$ cat src/rtl/bmc_map.svh
`ifndef BMC_MAP_SVH
`define BMC_MAP_SVH
// Register indices; the byte address is four times the index
`define BMC_IDX_MODE_CTRL 4'h0
`define BMC_IDX_LEVEL_SEL 4'h1
`define BMC_IDX_WARN_LVL 4'h8
`define BMC_IDX_WARN_INT 4'h9
`define BMC_IDX_WARN_FLAGS 4'hA
`define BMC_IDX_WARN_STAT 4'hB
`define BMC_IDX_KEY 4'hC
`define BMC_IDX_SLEEP 4'hD
// Fuse field positions
`define BMC_FUSE_SLEEP_LSB 0
`define BMC_FUSE_ACTIVE_LSB 2
`define BMC_FUSE_SAMP_BIT 4
`define BMC_FUSE_LVL_LSB 5
// Mode codes
`define BMC_MODE_OFF 2'h0
`define BMC_MODE_ON 2'h1
`define BMC_MODE_SAMPLED 2'h2
`define BMC_MODE_ON_HOLD 2'h3
// Crossing codes
`define BMC_CROSS_ABOVE 2'h0
`define BMC_CROSS_BELOW 2'h1
`define BMC_CROSS_EITHER 2'h2
// Protection key value and window
`define BMC_IO_KEY 8'hD8
`define BMC_KEY_WINDOW 3'h4
`define BMC_WARN_LVL_RESET 2'h0
`define BMC_INT_RESET 3'h0
`endif

$ cat src/rtl/bmc_pkg.sv
package bmc_pkg;
  typedef logic [1:0] bmc_mode_t;
  typedef enum logic [0:0] {BMC_AWAKE, BMC_ASLEEP} bmc_pwr_t;
endpackage : bmc_pkg

$ cat src/rtl/bmc_top.sv
// Operation
// - Threshold, sample rate, awake and sleep modes load from fuse at reset.
// - Threshold level and awake mode are fuse-fixed; CPU writes ignored.
// - Sleep mode resets from fuse, changeable later by protected write.
// - Warning enable turns monitor on; crossing field picks trigger condition.
// - Monitor follows detector mode: off when detector off, sampled when sampled.
// - Either-direction config sets flag on enable outside sampled mode; single-direction does not.
// - Level codes 0,1,2 give 5,15,25 percent above threshold; 3 reserved.
// - In sampled mode only crossing code 1 raises an interrupt.
// - A configured crossing sets the flag only while warning enable is set.
// - Request is high exactly while enabled and flag set.
// - Single interrupt vector at offset zero for the warning crossing.
// - Deep sleep uses sleep-mode setting; wake returns to awake setting.
// - Protected write needs key within four instructions before it.
// - Unkeyed protected write completes on bus but changes nothing.
// - Sleep-mode field is guarded by the I/O register key class.
// - Sample-rate bit 4 read-only: 0 is 1 kHz, 1 is 125 Hz.
// - Awake mode bits 3:2: off, on, sampled, on with wake held.
// - Sleep mode bits 1:0: off, on, sampled; code 3 reserved.
// - Threshold level three bits, read-only, fuse-loaded.
// - Crossing codes: 0 from above, 1 from below, 2 either.
// - Status reads one if supply was below warning threshold at the last monitor look.
//
// Implementation choice: the APB slave port.
`include "bmc_map.svh"
module bmc_top
  import bmc_pkg::*;
#(
  parameter int FUSE_W = 8
) (
  input wire logic pclk,
  input wire logic presetn,
  input wire logic psel,
  input wire logic penable,
  input wire logic pwrite,
  input wire logic [5:0] paddr,
  input wire logic [31:0] pwdata,
  output logic [31:0] prdata,
  output logic pready,
  output logic pslverr,
  input wire logic [FUSE_W-1:0] brownout_config_fuse,
  input wire logic fuse_valid,
  input wire logic deep_sleep,
  input wire logic cpu_instr_done,
  input wire logic supply_below_warning,
  input wire logic sample_strobe,
  output logic [1:0] detector_mode,
  output logic sample_rate_select,
  output logic [2:0] threshold_level,
  output logic [1:0] warning_level_select,
  output logic monitor_enable,
  output logic wake_hold,
  output logic warning_irq
);

  if (FUSE_W < 8) begin : g_fuse_w_chk
    $error("fuse word must hold eight bits");
  end

  // ----------------------------------------------------------------
  // Bus decode
  // ----------------------------------------------------------------
  wire logic [3:0] idx = paddr[5:2];
  wire logic acc = psel & penable;
  wire logic wr = acc & pwrite;
  wire logic wr_lvl = wr && idx == `BMC_IDX_WARN_LVL;
  wire logic wr_int = wr && idx == `BMC_IDX_WARN_INT;
  wire logic wr_flag = wr && idx == `BMC_IDX_WARN_FLAGS;
  wire logic wr_key = wr && idx == `BMC_IDX_KEY;
  wire logic wr_mode = wr && idx == `BMC_IDX_MODE_CTRL;
  assign pready = 1'b1;
  assign pslverr = 1'b0;

  // ----------------------------------------------------------------
  // Fuse-loaded fields
  // ----------------------------------------------------------------
  logic loaded_q;
  logic [1:0] active_q;
  logic [1:0] sleep_q;
  logic samp_q;
  logic [2:0] lvl_q;
  logic [2:0] key_cnt_q;
  // Capture once, on the first cycle after reset with the fuse word valid; never writable
  always_ff @(posedge pclk or negedge presetn) begin
    if (!presetn) begin
      loaded_q <= 1'b0;
      active_q <= `BMC_MODE_OFF;
      samp_q <= 1'b0;
      lvl_q <= 3'h0;
    end else if (!loaded_q && fuse_valid) begin
      loaded_q <= 1'b1;
      active_q <= brownout_config_fuse[`BMC_FUSE_ACTIVE_LSB +: 2];
      samp_q <= brownout_config_fuse[`BMC_FUSE_SAMP_BIT];
      lvl_q <= brownout_config_fuse[`BMC_FUSE_LVL_LSB +: 3];
    end
  end

  // ----------------------------------------------------------------
  // Key window and protected sleep-mode field
  // ----------------------------------------------------------------
  wire logic key_open = key_cnt_q != 3'h0;
  wire logic key_ok = wr_key && pwdata[7:0] == `BMC_IO_KEY;
  wire logic sleep_wr = wr_mode && key_open && pwdata[1:0] != `BMC_MODE_ON_HOLD;
  logic [2:0] key_cnt_d;
  // Count instructions down; the protected write itself closes the window
  assign key_cnt_d = key_ok ? `BMC_KEY_WINDOW :
                     sleep_wr ? 3'h0 :
                     (key_open && cpu_instr_done) ? key_cnt_q - 3'h1 : key_cnt_q;
  always_ff @(posedge pclk or negedge presetn) begin
    if (!presetn) key_cnt_q <= 3'h0;
    else key_cnt_q <= key_cnt_d;
  end
  always_ff @(posedge pclk or negedge presetn) begin
    if (!presetn) sleep_q <= `BMC_MODE_OFF;
    else if (!loaded_q && fuse_valid) sleep_q <= brownout_config_fuse[`BMC_FUSE_SLEEP_LSB +: 2];
    else if (loaded_q && sleep_wr) sleep_q <= pwdata[1:0];
  end

  // ----------------------------------------------------------------
  // Monitor control registers
  // ----------------------------------------------------------------
  logic [1:0] wlvl_q;
  logic ie_q;
  logic [1:0] cfg_q;
  always_ff @(posedge pclk or negedge presetn) begin
    if (!presetn) begin
      wlvl_q <= `BMC_WARN_LVL_RESET;
      ie_q <= 1'b0;
      cfg_q <= 2'h0;
    end else begin
      if (wr_lvl) wlvl_q <= pwdata[1:0];
      if (wr_int) {cfg_q, ie_q} <= pwdata[2:0];
    end
  end

  // ----------------------------------------------------------------
  // Effective mode and crossing detection
  // ----------------------------------------------------------------
  wire bmc_pwr_t pwr = deep_sleep ? BMC_ASLEEP : BMC_AWAKE;
  wire bmc_mode_t mode_eff = (pwr == BMC_ASLEEP) ? sleep_q : active_q;
  wire logic det_on = loaded_q && mode_eff != `BMC_MODE_OFF;
  wire logic sampled = mode_eff == `BMC_MODE_SAMPLED;
  wire logic mon_on = ie_q && det_on;
  // Sampled mode only looks at the supply on a sample strobe
  wire logic look = mon_on && (!sampled || sample_strobe);
  logic below_q;
  logic seen_q;
  logic flag_q;
  wire logic fell = look && seen_q && supply_below_warning && !below_q;
  wire logic rose = look && seen_q && !supply_below_warning && below_q;
  // First look after enable counts as a crossing for either direction
  wire logic first = look && !seen_q && cfg_q == `BMC_CROSS_EITHER;
  wire logic hit_cfg = (cfg_q == `BMC_CROSS_ABOVE && fell) ||
                       (cfg_q == `BMC_CROSS_BELOW && rose) ||
                       (cfg_q == `BMC_CROSS_EITHER && (fell || rose)) || first;
  // Sampling only honours the single documented code; direction kept as field says
  wire logic hit = sampled ? (cfg_q == `BMC_CROSS_BELOW && rose) : hit_cfg;
  always_ff @(posedge pclk or negedge presetn) begin
    if (!presetn) begin
      below_q <= 1'b0;
      seen_q <= 1'b0;
    end else begin
      if (look) below_q <= supply_below_warning;
      seen_q <= mon_on ? (seen_q | look) : 1'b0;
    end
  end
  // Set beats a clear in the same cycle
  always_ff @(posedge pclk or negedge presetn) begin
    if (!presetn) flag_q <= 1'b0;
    else if (hit) flag_q <= 1'b1;
    else if (wr_flag && pwdata[0]) flag_q <= 1'b0;
  end

  // ----------------------------------------------------------------
  // Outputs and read mux
  // ----------------------------------------------------------------
  assign warning_irq = ie_q && flag_q;
  assign detector_mode = mode_eff;
  assign sample_rate_select = samp_q;
  assign threshold_level = lvl_q;
  assign warning_level_select = wlvl_q;
  assign monitor_enable = mon_on;
  logic asleep_q;
  // Remember sleep so the wake-up edge can be seen
  always_ff @(posedge pclk or negedge presetn) begin
    if (!presetn) asleep_q <= 1'b0;
    else asleep_q <= deep_sleep;
  end
  // No ready input from the analog side, so the hold lasts one cycle
  assign wake_hold = loaded_q && asleep_q && !deep_sleep && active_q == `BMC_MODE_ON_HOLD;
  logic [7:0] rd_byte;
  always_comb begin
    rd_byte = 8'h00;
    unique case (idx)
      `BMC_IDX_MODE_CTRL: rd_byte = {3'h0, samp_q, active_q, sleep_q};
      `BMC_IDX_LEVEL_SEL: rd_byte = {5'h00, lvl_q};
      `BMC_IDX_WARN_LVL: rd_byte = {6'h00, wlvl_q};
      `BMC_IDX_WARN_INT: rd_byte = {5'h00, cfg_q, ie_q};
      `BMC_IDX_WARN_FLAGS: rd_byte = {7'h00, flag_q};
      `BMC_IDX_WARN_STAT: rd_byte = {7'h00, below_q};
      `BMC_IDX_KEY: rd_byte = {5'h00, key_cnt_q};
      default: rd_byte = 8'h00;
    endcase
  end
  always_ff @(posedge pclk or negedge presetn) begin
    if (!presetn) prdata <= 32'h0000_0000;
    else if (psel && !penable && !pwrite) prdata <= {24'h00_0000, rd_byte};
  end

  // ----------------------------------------------------------------
  // Checks
  // ----------------------------------------------------------------
  // Slices kept as named wires so that sampled-value functions see plain signals
  wire logic [1:0] chk_fz_act = brownout_config_fuse[`BMC_FUSE_ACTIVE_LSB +: 2];
  wire logic [1:0] chk_fz_slp = brownout_config_fuse[`BMC_FUSE_SLEEP_LSB +: 2];
  wire logic [2:0] chk_fz_lvl = brownout_config_fuse[`BMC_FUSE_LVL_LSB +: 3];
  wire logic chk_fz_samp = brownout_config_fuse[`BMC_FUSE_SAMP_BIT];
  wire logic [1:0] chk_wd2 = pwdata[1:0];
  wire logic [2:0] chk_wd3 = pwdata[2:0];

  // Request is the plain product of enable and flag
  irq_level_a: assert property (@(posedge pclk) disable iff (!presetn)
    warning_irq == (ie_q && flag_q))
    else $error("request not tied to flag");

  // A crossing must never be lost
  flag_sticky_a: assert property (@(posedge pclk) disable iff (!presetn)
    hit |=> flag_q)
    else $error("crossing lost");

  // Detector off keeps the monitor off
  off_quiet_a: assert property (@(posedge pclk) disable iff (!presetn)
    !det_on |-> !monitor_enable)
    else $error("monitor on with detector off");

  // Sampled mode honours one code only
  samp_code_a: assert property (@(posedge pclk) disable iff (!presetn)
    (sampled && cfg_q != `BMC_CROSS_BELOW && !flag_q && !(wr_flag)) |=> !flag_q)
    else $error("sampled mode flagged wrong code");

  // Fuse-fixed fields never move once loaded
  fuse_fixed_a: assert property (@(posedge pclk) disable iff (!presetn)
    $past(loaded_q) |-> $stable(active_q) && $stable(lvl_q))
    else $error("fuse fields changed");

  // Write without a key is accepted but dropped
  nokey_hold_a: assert property (@(posedge pclk) disable iff (!presetn)
    (wr_mode && !key_open && loaded_q) |=> $stable(sleep_q))
    else $error("unkeyed write changed sleep mode");

  // Key opens the full window
  key_window_a: assert property (@(posedge pclk) disable iff (!presetn)
    key_ok |=> key_cnt_q == `BMC_KEY_WINDOW)
    else $error("key window not opened");

  // Deep sleep runs the detector from the sleep field
  sleep_sel_a: assert property (@(posedge pclk) disable iff (!presetn)
    deep_sleep |-> detector_mode == sleep_q)
    else $error("sleep mode not used");

  // Offsets above the key register read zero
  rsvd_zero_a: assert property (@(posedge pclk) disable iff (!presetn)
    (psel && !penable && !pwrite && idx > `BMC_IDX_KEY) |=> prdata == 32'h0)
    else $error("reserved read nonzero");

  // No wait states, so a refused write still completes
  pready_one_a: assert property (@(posedge pclk) disable iff (!presetn)
    pready == 1'b1)
    else $error("bus stalled");

  // Awake mode is taken from the fuse word
  load_act_a: assert property (@(posedge pclk) disable iff (!presetn)
    (!loaded_q && fuse_valid) |=> active_q == $past(chk_fz_act))
    else $error("awake mode not loaded");

  // Threshold code is taken from the fuse word
  load_lvl_a: assert property (@(posedge pclk) disable iff (!presetn)
    (!loaded_q && fuse_valid) |=> lvl_q == $past(chk_fz_lvl))
    else $error("threshold not loaded");

  // Sample rate is taken from the fuse word
  load_samp_a: assert property (@(posedge pclk) disable iff (!presetn)
    (!loaded_q && fuse_valid) |=> samp_q == $past(chk_fz_samp))
    else $error("sample rate not loaded");

  // Sleep mode resets from the fuse word
  load_slp_a: assert property (@(posedge pclk) disable iff (!presetn)
    (!loaded_q && fuse_valid) |=> sleep_q == $past(chk_fz_slp))
    else $error("sleep mode not loaded");

  // Reserved sleep code is refused even with the key
  sleep_rsvd_a: assert property (@(posedge pclk) disable iff (!presetn)
    (wr_mode && loaded_q && chk_wd2 == `BMC_MODE_ON_HOLD) |=> $stable(sleep_q))
    else $error("reserved sleep code stored");

  // Keyed write lands the new sleep mode
  sleep_take_a: assert property (@(posedge pclk) disable iff (!presetn)
    (loaded_q && sleep_wr) |=> sleep_q == $past(chk_wd2))
    else $error("keyed write lost");

  // The protected write uses up the window
  key_close_a: assert property (@(posedge pclk) disable iff (!presetn)
    sleep_wr |=> key_cnt_q == 3'h0)
    else $error("window left open");

  // Each instruction shortens the window by one
  key_count_a: assert property (@(posedge pclk) disable iff (!presetn)
    (key_open && cpu_instr_done && !key_ok && !sleep_wr) |=>
      key_cnt_q == $past(key_cnt_q) - 3'h1)
    else $error("window count wrong");

  // Awake operation uses the fuse mode
  awake_sel_a: assert property (@(posedge pclk) disable iff (!presetn)
    (!deep_sleep && loaded_q) |-> detector_mode == active_q)
    else $error("awake mode not used");

  // Monitor level register takes the write
  lvl_take_a: assert property (@(posedge pclk) disable iff (!presetn)
    wr_lvl |=> wlvl_q == $past(chk_wd2))
    else $error("level write lost");

  // Interrupt control register takes the write
  int_take_a: assert property (@(posedge pclk) disable iff (!presetn)
    wr_int |=> {cfg_q, ie_q} == $past(chk_wd3))
    else $error("interrupt control write lost");

  // Writing one clears the flag when nothing sets it
  flag_clear_a: assert property (@(posedge pclk) disable iff (!presetn)
    (wr_flag && pwdata[0] && !hit) |=> !flag_q)
    else $error("flag not cleared");

  // Flag holds until cleared or set by a crossing
  flag_hold_a: assert property (@(posedge pclk) disable iff (!presetn)
    (!hit && !(wr_flag && pwdata[0])) |=> $stable(flag_q))
    else $error("flag moved on its own");

  // Set beats a clear in the same cycle
  set_wins_a: assert property (@(posedge pclk) disable iff (!presetn)
    (hit && wr_flag && pwdata[0]) |=> flag_q)
    else $error("clear beat a crossing");

  // Flag is only set while the detector runs
  off_no_flag_a: assert property (@(posedge pclk) disable iff (!presetn)
    (!det_on && !flag_q) |=> !flag_q)
    else $error("flag set with detector off");

  // Sampled monitor ignores the supply between samples
  samp_look_a: assert property (@(posedge pclk) disable iff (!presetn)
    (sampled && !sample_strobe) |=> $stable(below_q))
    else $error("sampled monitor looked early");

  // Either-direction config flags on the first look outside sampled mode
  either_first_a: assert property (@(posedge pclk) disable iff (!presetn)
    (look && !seen_q && !sampled && cfg_q == `BMC_CROSS_EITHER) |=> flag_q)
    else $error("first look did not flag");

  // Status follows the supply at every look
  status_track_a: assert property (@(posedge pclk) disable iff (!presetn)
    look |=> below_q == $past(supply_below_warning))
    else $error("status stale");

  // Rising past the threshold flags with code one
  rise_flag_a: assert property (@(posedge pclk) disable iff (!presetn)
    (cfg_q == `BMC_CROSS_BELOW && rose) |=> flag_q)
    else $error("rising crossing missed");

  // Upper read bits are always zero
  rd_upper_a: assert property (@(posedge pclk) disable iff (!presetn)
    (psel && !penable && !pwrite) |=> prdata[31:8] == 24'h00_0000)
    else $error("upper read bits set");

  // Wake hold only after waking in hold mode
  wake_only_a: assert property (@(posedge pclk) disable iff (!presetn)
    wake_hold |-> (active_q == `BMC_MODE_ON_HOLD && !deep_sleep))
    else $error("wake hold out of place");

  // Main scenarios
  cv_irq_c: cover property (@(posedge pclk) disable iff (!presetn) $rose(warning_irq));
  cv_sleep_c: cover property (@(posedge pclk) disable iff (!presetn) sleep_wr);
  cv_samp_c: cover property (@(posedge pclk) disable iff (!presetn) sampled && hit);
  cv_clear_c: cover property (@(posedge pclk) disable iff (!presetn) wr_flag && flag_q);
  cv_wake_c: cover property (@(posedge pclk) disable iff (!presetn) wake_hold);

endmodule : bmc_top

$ cat config.mk
export PLATFORM = sky130hd
export DESIGN_NAME = bmc_top
export DESIGN_NICKNAME = d
export VERILOG_FILES = /design/src/rtl/bmc_pkg.sv /design/src/rtl/bmc_top.sv
export VERILOG_INCLUDE_DIRS = /design/src /design/src/rtl
export SDC_FILE = /design/constraint.sdc
export NUM_CORES = 1
export LEC_CHECK = 0
export BUFFER_PORTS_ARGS = -buffer_cell sky130_fd_sc_hd__buf_2
export CAP_MARGIN = 20
export CORE_AREA = 2 2 66 68
export DETAILED_ROUTE_END_ITERATION = 12
export DIE_AREA = 0 0 68 70
export GPL_TIMING_DRIVEN = 1
export MAX_ROUTING_LAYER = met4
export PLACE_DENSITY_LB_ADDON = 0.3
export SLEW_MARGIN = 20
export SYNTH_ARGS = -nofsm -noshare
export SYNTH_HDL_FRONTEND = slang
export SYNTH_SLANG_ARGS = --single-unit
$ cat constraint.sdc
create_clock -name pclk -period 1.8 [get_ports pclk]
set_input_delay 0.27 -clock pclk [delete_from_list [all_inputs] [get_ports pclk]]
set_output_delay 0.27 -clock pclk [all_outputs]
set_load 0.02 [all_outputs]
## Word level (Yosys, flattened, before mapping)

Cells that the tools add are included.

| word-level totals | value |
|---|---|
| output and inout port bits | 45 |
| word-level logic and storage cells | 93 |
| bits in registers | 29 |

| operators by class | value |
|---|---|
| bitwise logic cells | 3 |
| multiplexer cells | 12 |
| add/sub/neg operators | 1 |
| reduce and logical (&&, ||, !) cells | 51 |
| equality and inequality tests | 12 |

Operators by type and width:

| kind | number |
|---|---|
| $pmux W5 S7 | 1 |
| $logic_and A1 B1 Y1 | 31 |
| $eq A4 B4 Y1 const B | 5 |
| $mux W3 | 3 |
| $eq A8 B8 Y1 const B | 1 |
| $logic_not A1 Y1 | 8 |
| $eq A2 B2 Y1 const B | 3 |
| $mux W2 | 3 |
| $reduce_bool A2 Y1 | 3 |
| $reduce_bool A3 Y1 | 2 |
| $logic_or A1 B1 Y1 | 5 |
| $mux W1 | 5 |
| $eq A4 B1 Y1 const B | 1 |
| $logic_not A4 Y1 | 1 |
| $sub A3 B1 Y3 const B | 1 |
| $and A1 B1 Y1 | 2 |
| $eq A2 B1 Y1 const B | 1 |
| $logic_not A2 Y1 | 1 |
| $ne A2 B2 Y1 const B | 1 |
| $or A1 B1 Y1 | 1 |

## Depth between registers and ports, before layout

| logic depth | value |
|---|---|
| depth in word-level cells | 15 |
| depth in mapped cells | 6 |

## Least setup slack after synthesis

Ideal clock, no wire load.

| timing | value |
|---|---|
| path type | reg2reg |
| start point | register key_cnt_q[0] |
| end point | register sleep_q[0] |
| data arrival time | 1.319 ns |
| clock period less this slack | 1.442 ns |
| stages on the path, launching flop included | 7 |
| slack | 0.358 ns |
| data required time | 1.677 ns |
| cell sequence | dfrtp_1 -> inv_1 -> ha_1 -> nand2b_1 -> and4b_1 -> a21o_1 -> o221a_1 |

| on the way | value |
|---|---|
| cells in the longest elaborated chain, start to end | 5 |

RTL lines:

| what | line | text |
|---|---|---|
| start, declared | bmc_top.sv:82 | `logic [2:0] key_cnt_q;` |
| start signal, assigned | bmc_top.sv:111 | `else key_cnt_q <= key_cnt_d;` |
| $reduce_bool A3 Y1 | bmc_top.sv:101 | `wire logic key_open = key_cnt_q != 3'h0;` |
| $logic_and A1 B1 Y1 | bmc_top.sv:103 | `` wire logic sleep_wr = wr_mode && key_open && pwdata[1:0] != `BMC_MODE_ON_HOLD; `` |
| $logic_and A1 B1 Y1 (no source line) | - |  |
| $logic_and A1 B1 Y1 | bmc_top.sv:116 | `else if (loaded_q && sleep_wr) sleep_q <= pwdata[1:0];` |
| $reduce_bool A2 Y1 (no source line) | - |  |
| end signal, assigned | bmc_top.sv:114 | `` if (!presetn) sleep_q <= `BMC_MODE_OFF; `` |
| end signal, assigned | bmc_top.sv:115 | `` else if (!loaded_q && fuse_valid) sleep_q <= brownout_config_fuse[`BMC_FUSE_SLEEP_LSB +: 2]; `` |
| end signal, assigned | bmc_top.sv:116 |  |
| end, declared | bmc_top.sv:79 | `logic [1:0] sleep_q;` |

Every way passes these cells.
A chain may end at the register's enable or synchronous reset.

## Worst setup path in the final report

Ends and elaborated chain as after synthesis.

==> PnR_summary.wiki <==
{| class="wikitable"
! Metric !! Value
|-
| Clock power share || between 20% and 30%
|-
| Max Cap Viol || 0
|-
| Minimum period implied by the final worst setup slack || ~1.6 ns
|-
| Count of buffers inserted at the top-level ports || 45
|-
| CTS-repair resized insts || 0
|-
| Hold crit path type || input port to async pin
|-
| RSZ-0062 raised after global routing || false
|-
| TritonCTS sink count || 26
|-
| First-pass iteration count of the detailed router || 4
|-
| DR DRC count || 0
|-
| Internal power component || 0.00121 W
|-
| Number of CTS-inserted buffers || 3
|-
| Proportion of layout cells with a drive suffix above 1 || between 30% and 40%
|-
| Area growth from synthesis to layout || 13.3%
|-
| Die H || 70 um
|-
| Maximum operating frequency || 0.631 GHz
|-
| Crit path cell chain || inv_1 > ha_1 > nand2b_1 > and4b_1 > a21o_1 > o221a_1
|-
| Sum of buffers and inverters on the critical path || 1
|-
| Stage delay of the slowest cell on the critical path || 0.39 ns
|-
| Synthesized netlist cell count || 170
|-
| Placement row count || 24
|-
| Kind of end point of the critical path || flop
|-
| Multi-input logic area || slightly below 900 sq um
|-
| Fill count || approximately 420
|-
| Reg clk slew, reported paths || 0.09 ns
|-
| Starting DRT DRC Count || 72
|-
| Final setup vio count || 0
|-
| Most frequent cells after synthesis || sky130_fd_sc_hd__buf_4 (29), sky130_fd_sc_hd__dfrtp_1 (26), sky130_fd_sc_hd__nand2_1 (13)
|-
| Leading cell types by total area after synthesis || sky130_fd_sc_hd__dfrtp_1 (38%), sky130_fd_sc_hd__buf_4 (13%), sky130_fd_sc_hd__mux2_2 (6.6%)
|-
| Net Sw Frac || 32.1%
|-
| Mean instance size in the synthesized netlist || between 10 and 15 sq um
|-
| Antenna violation net count after detailed routing || 0
|-
| Setup CP Type || flop to flop
|-
| Cell family contributing the most delay on the critical path || compound AO/OA/AOI/OAI gates
|-
| Minimum hold slack || -0.00971 ns
|-
| Cell taking the most area after synthesis || sky130_fd_sc_hd__dfrtp_1
|-
| CP max stage cell || sky130_fd_sc_hd__dfrtp_1
|-
| Routability congestion estimate from global placement || 0.836
|-
| Portion of synthesized cell area occupied by the leading cell type || ~38%
|-
| Effective utilization at floorplan || roughly 41%
|-
| Sum of negative setup slack || 0 ns
|-
| Clock Path Buffers || 2
|-
| Post-detailed-placement half-perimeter wirelength || ~2.7 mm
|-
| Net total in the final layout || 273
|-
| Global Route Usage Sum || around 16%
|-
| Worst-path maximum fanout || 5
|-
| Net switching power || 0.000575 W
|-
| Worst slew margin relative to its limit || 61.1%
|-
| PwrDens || 921 nW/um^2
|-
| Num ports || ~100
|-
| Primary FF master, synth || sky130_fd_sc_hd__dfrtp_1
|-
| Yosys warnings || 0
|-
| Via count || 1299
|-
| Failing checks || negative hold slack
|-
| Remaining global-route overflow || 0
|-
| Post-DR vias/cell || 4.88
|-
| Leakage power of the design || about 0.96 nW
|-
| ANT cells || 0
|-
| Skew final || 0.00187 ns
|-
| Outcome || complete, but fails checks
|-
| Post-place instance area || 1870 sq um
|-
| Transition time at the pin with the least slew margin || approximately 0.58 ns
|-
| DIE WIDTH || 68 um
|-
| Final Max Slew Viols || 0
|-
| Sum of routed wire length over all layers || approximately 3.4 mm
|-
| Storage element area || roughly 650 sq um
|-
| Via count of the first global-routing pass || roughly 1200
|-
| Share of synthesized registers carrying an async set or reset || 100%
|-
| Global-route wire length before repair || between 5 and 6 mm
|-
| Hold_buf cts || 0
|-
| Post-CTS setup buffers || 0
|-
| Combinational fraction of design power || between 20% and 30%
|-
| Floorplan core area || 4140 sq um
|-
| Setup crit start kind || flop
|-
| Share of the core filled with cells in the final layout || 46.9%
|-
| Register bit count reported by yosys || 26
|-
| Total Die Area || 4760 sq um
|-
| Portion of the post-synthesis area used by sequential elements || 37.9%
|-
| Source-to-sink clock delay at the later pin of the worst-skew pair || 0.27 ns
|-
| Most repeated cell in the gate-level netlist after synthesis || sky130_fd_sc_hd__buf_4
|-
| Netlist area before placement || between 1500 and 2000 sq um
|-
| Post-synth EDFFs || 0
|-
| Sequential share of power || roughly 44%
|-
| Average wire length per cell after detail routing || between 10 and 15 um
|-
| Worst path arrival time || 1.75 ns
|-
| Period Utilization, post-route || 88.1%
|-
| Final Hold Violating Endpoints || 26
|-
| TritonCTS clock tree || yes
|-
| CTS root buffer || sky130_fd_sc_hd__clkbuf_8
|-
| Maximum vdd ir drop || 616 uV
|-
| Largest net degree at the start of global routing || 27
|-
| Final design area excluding fillers || 1940 sq um
|-
| Required arrival time at the worst endpoint || 1.96 ns
|-
| H-tree depth || 1
|-
| Unique cell type count in the Yosys netlist || between 50 and 60
|-
| Initial antenna violation count || 0
|}
through the flow:
stage | worst slack (ns) | cells | total power, W
after CTS | 0.193 | 266 | 0.00181
after floorplan | 0.358 | 197 | 0.00121
after detailed placement | 0.218 | 262 | 0.00132
final | 0.214 | 266 | 0.00179
after global routing | 0.0827 | 266 | 0.00192
after global placement | 0.231 | 262 | 0.00131
worst reg2reg max path, delay by kind of cell, from the launching register on:
family | cells | cell delay [ns]
adder cells (fa/ha/maj) | 1 | 0.18
AO/OA/AOI/OAI | 2 | 0.42
buffers and inverters | 1 | 0.11
flip-flops | 1 | 0.39
AND/OR/NAND/NOR | 2 | 0.39
logic make-up (layout without fill, tap and decap cells):
| group | Yosys count | count (layout) | synth area share, % |
|---|---|---|---|
| flip-flops | 26 | 26 | 37.9 |
| other | 2 | 29 | 0.438 |
| multiplexers | 18 | 18 | 12.0 |
| XOR/XNOR | 1 | 1 | 0.511 |
| AO/OA/AOI/OAI | 32 | 32 | 13.5 |
| buffers and inverters | 40 | 57 | 16.1 |
| adder cells (fa/ha/maj) | 2 | 2 | 1.46 |
| AND/OR/NAND/NOR | 49 | 49 | 18.0 |
layout make-up:
cell class | count | share of cell area [%]
Inverter | 5 | 0.966
Clock buffer | 3 | 2.12
Tap cell | 52 | 3.35
Clock inverter | 1 | 1.55
Multi-Input combinational cell | 131 | 45.8
Sequential cell | 26 | 33.5
Timing Repair Buffer | 48 | 12.7
state kept, by name (all words and copies together), names as in the netlist, 2 cells and up:
| register | flops |
|---|---|
| key_cnt_q | 3 |
| active_q | 2 |
| threshold_level | 3 |
| prdata | 5 |
| cfg_q | 2 |
| sleep_q | 2 |
| warning_level_select | 2 |
power by group through the flow:
stage	sequential [W]	clock (W)	combinational (W)
after CTS	0.000788	0.000491	0.000527
after detailed placement	0.000800	0	0.000523
final	0.000787	0.000479	0.000524
after global routing	0.000806	0.000531	0.000583
after global placement	0.000798	0	0.000516
after floorplan	0.000797	0	0.000414
layer usage:
| layer | wire length [um] | part of all wire (%) | global-route usage (%) | vias up |
|---|---|---|---|---|
| li1 | - | - | - | 641 |
| met1 | 1630 | 47 | 22.4 | 602 |
| met2 | 1530 | 45 | 23.7 | 54 |
| met3 | 250 | 7.3 | 3.38 | 2 |
| met4 | 25 | 0.73 | 2.89 | 0 |
| met5 | 0 | 0 | - | - |
cells in the final DEF (no fill, tap or decap), types with 2 or more instances in the layout:
cell type / count
sky130_fd_sc_hd__a22o_1: 3
sky130_fd_sc_hd__ha_1: 2
sky130_fd_sc_hd__nand2b_1: 6
sky130_fd_sc_hd__o221a_1: 2
sky130_fd_sc_hd__conb_1: 29
sky130_fd_sc_hd__mux2_4: 2
sky130_fd_sc_hd__and4b_1: 2
sky130_fd_sc_hd__and2_1: 2
sky130_fd_sc_hd__nand3_1: 5
sky130_fd_sc_hd__nor4bb_1: 4
sky130_fd_sc_hd__mux2_2: 10
sky130_fd_sc_hd__mux2i_1: 3
sky130_fd_sc_hd__o21ai_1: 2
sky130_fd_sc_hd__buf_2: 45
sky130_fd_sc_hd__clkbuf_8: 3
sky130_fd_sc_hd__o22ai_1: 2
sky130_fd_sc_hd__a21oi_1: 7
sky130_fd_sc_hd__a22oi_1: 2
sky130_fd_sc_hd__o31ai_1: 2
sky130_fd_sc_hd__inv_1: 5
sky130_fd_sc_hd__mux2_1: 3
sky130_fd_sc_hd__nand2_1: 13
sky130_fd_sc_hd__buf_4: 3
sky130_fd_sc_hd__nor2_1: 5
sky130_fd_sc_hd__dfrtp_1: 26
worst paths after layout:
| check | endpoint | slack (ns) | cells past startpoint | start |
|---|---|---|---|---|
| worst min register to register | prdata[2]$_DFFE_PN0P_ | 0.49 | 2 | prdata[2]$_DFFE_PN0P_ |
| min in group pclk | asleep_q$_DFF_PN0_ | 0.18 | 1 | deep_sleep |
| worst max register to register | sleep_q[0]$_DFFE_PN0P_ | 0.21 | 6 | key_cnt_q[0]$_DFFE_PN0P_ |
| worst max-delay path | sleep_q[0]$_DFFE_PN0P_ | 0.21 | 6 | key_cnt_q[0]$_DFFE_PN0P_ |
| worst min-delay path | loaded_q$_DFFE_PN0P_ | -0.01 | 1 | presetn |
| max in group asynchronous | warning_level_select[0]$_DFFE_PN0P_ | 1.43 | 1 | presetn |
No activity file was read; power rests on OpenSTA's default activity.
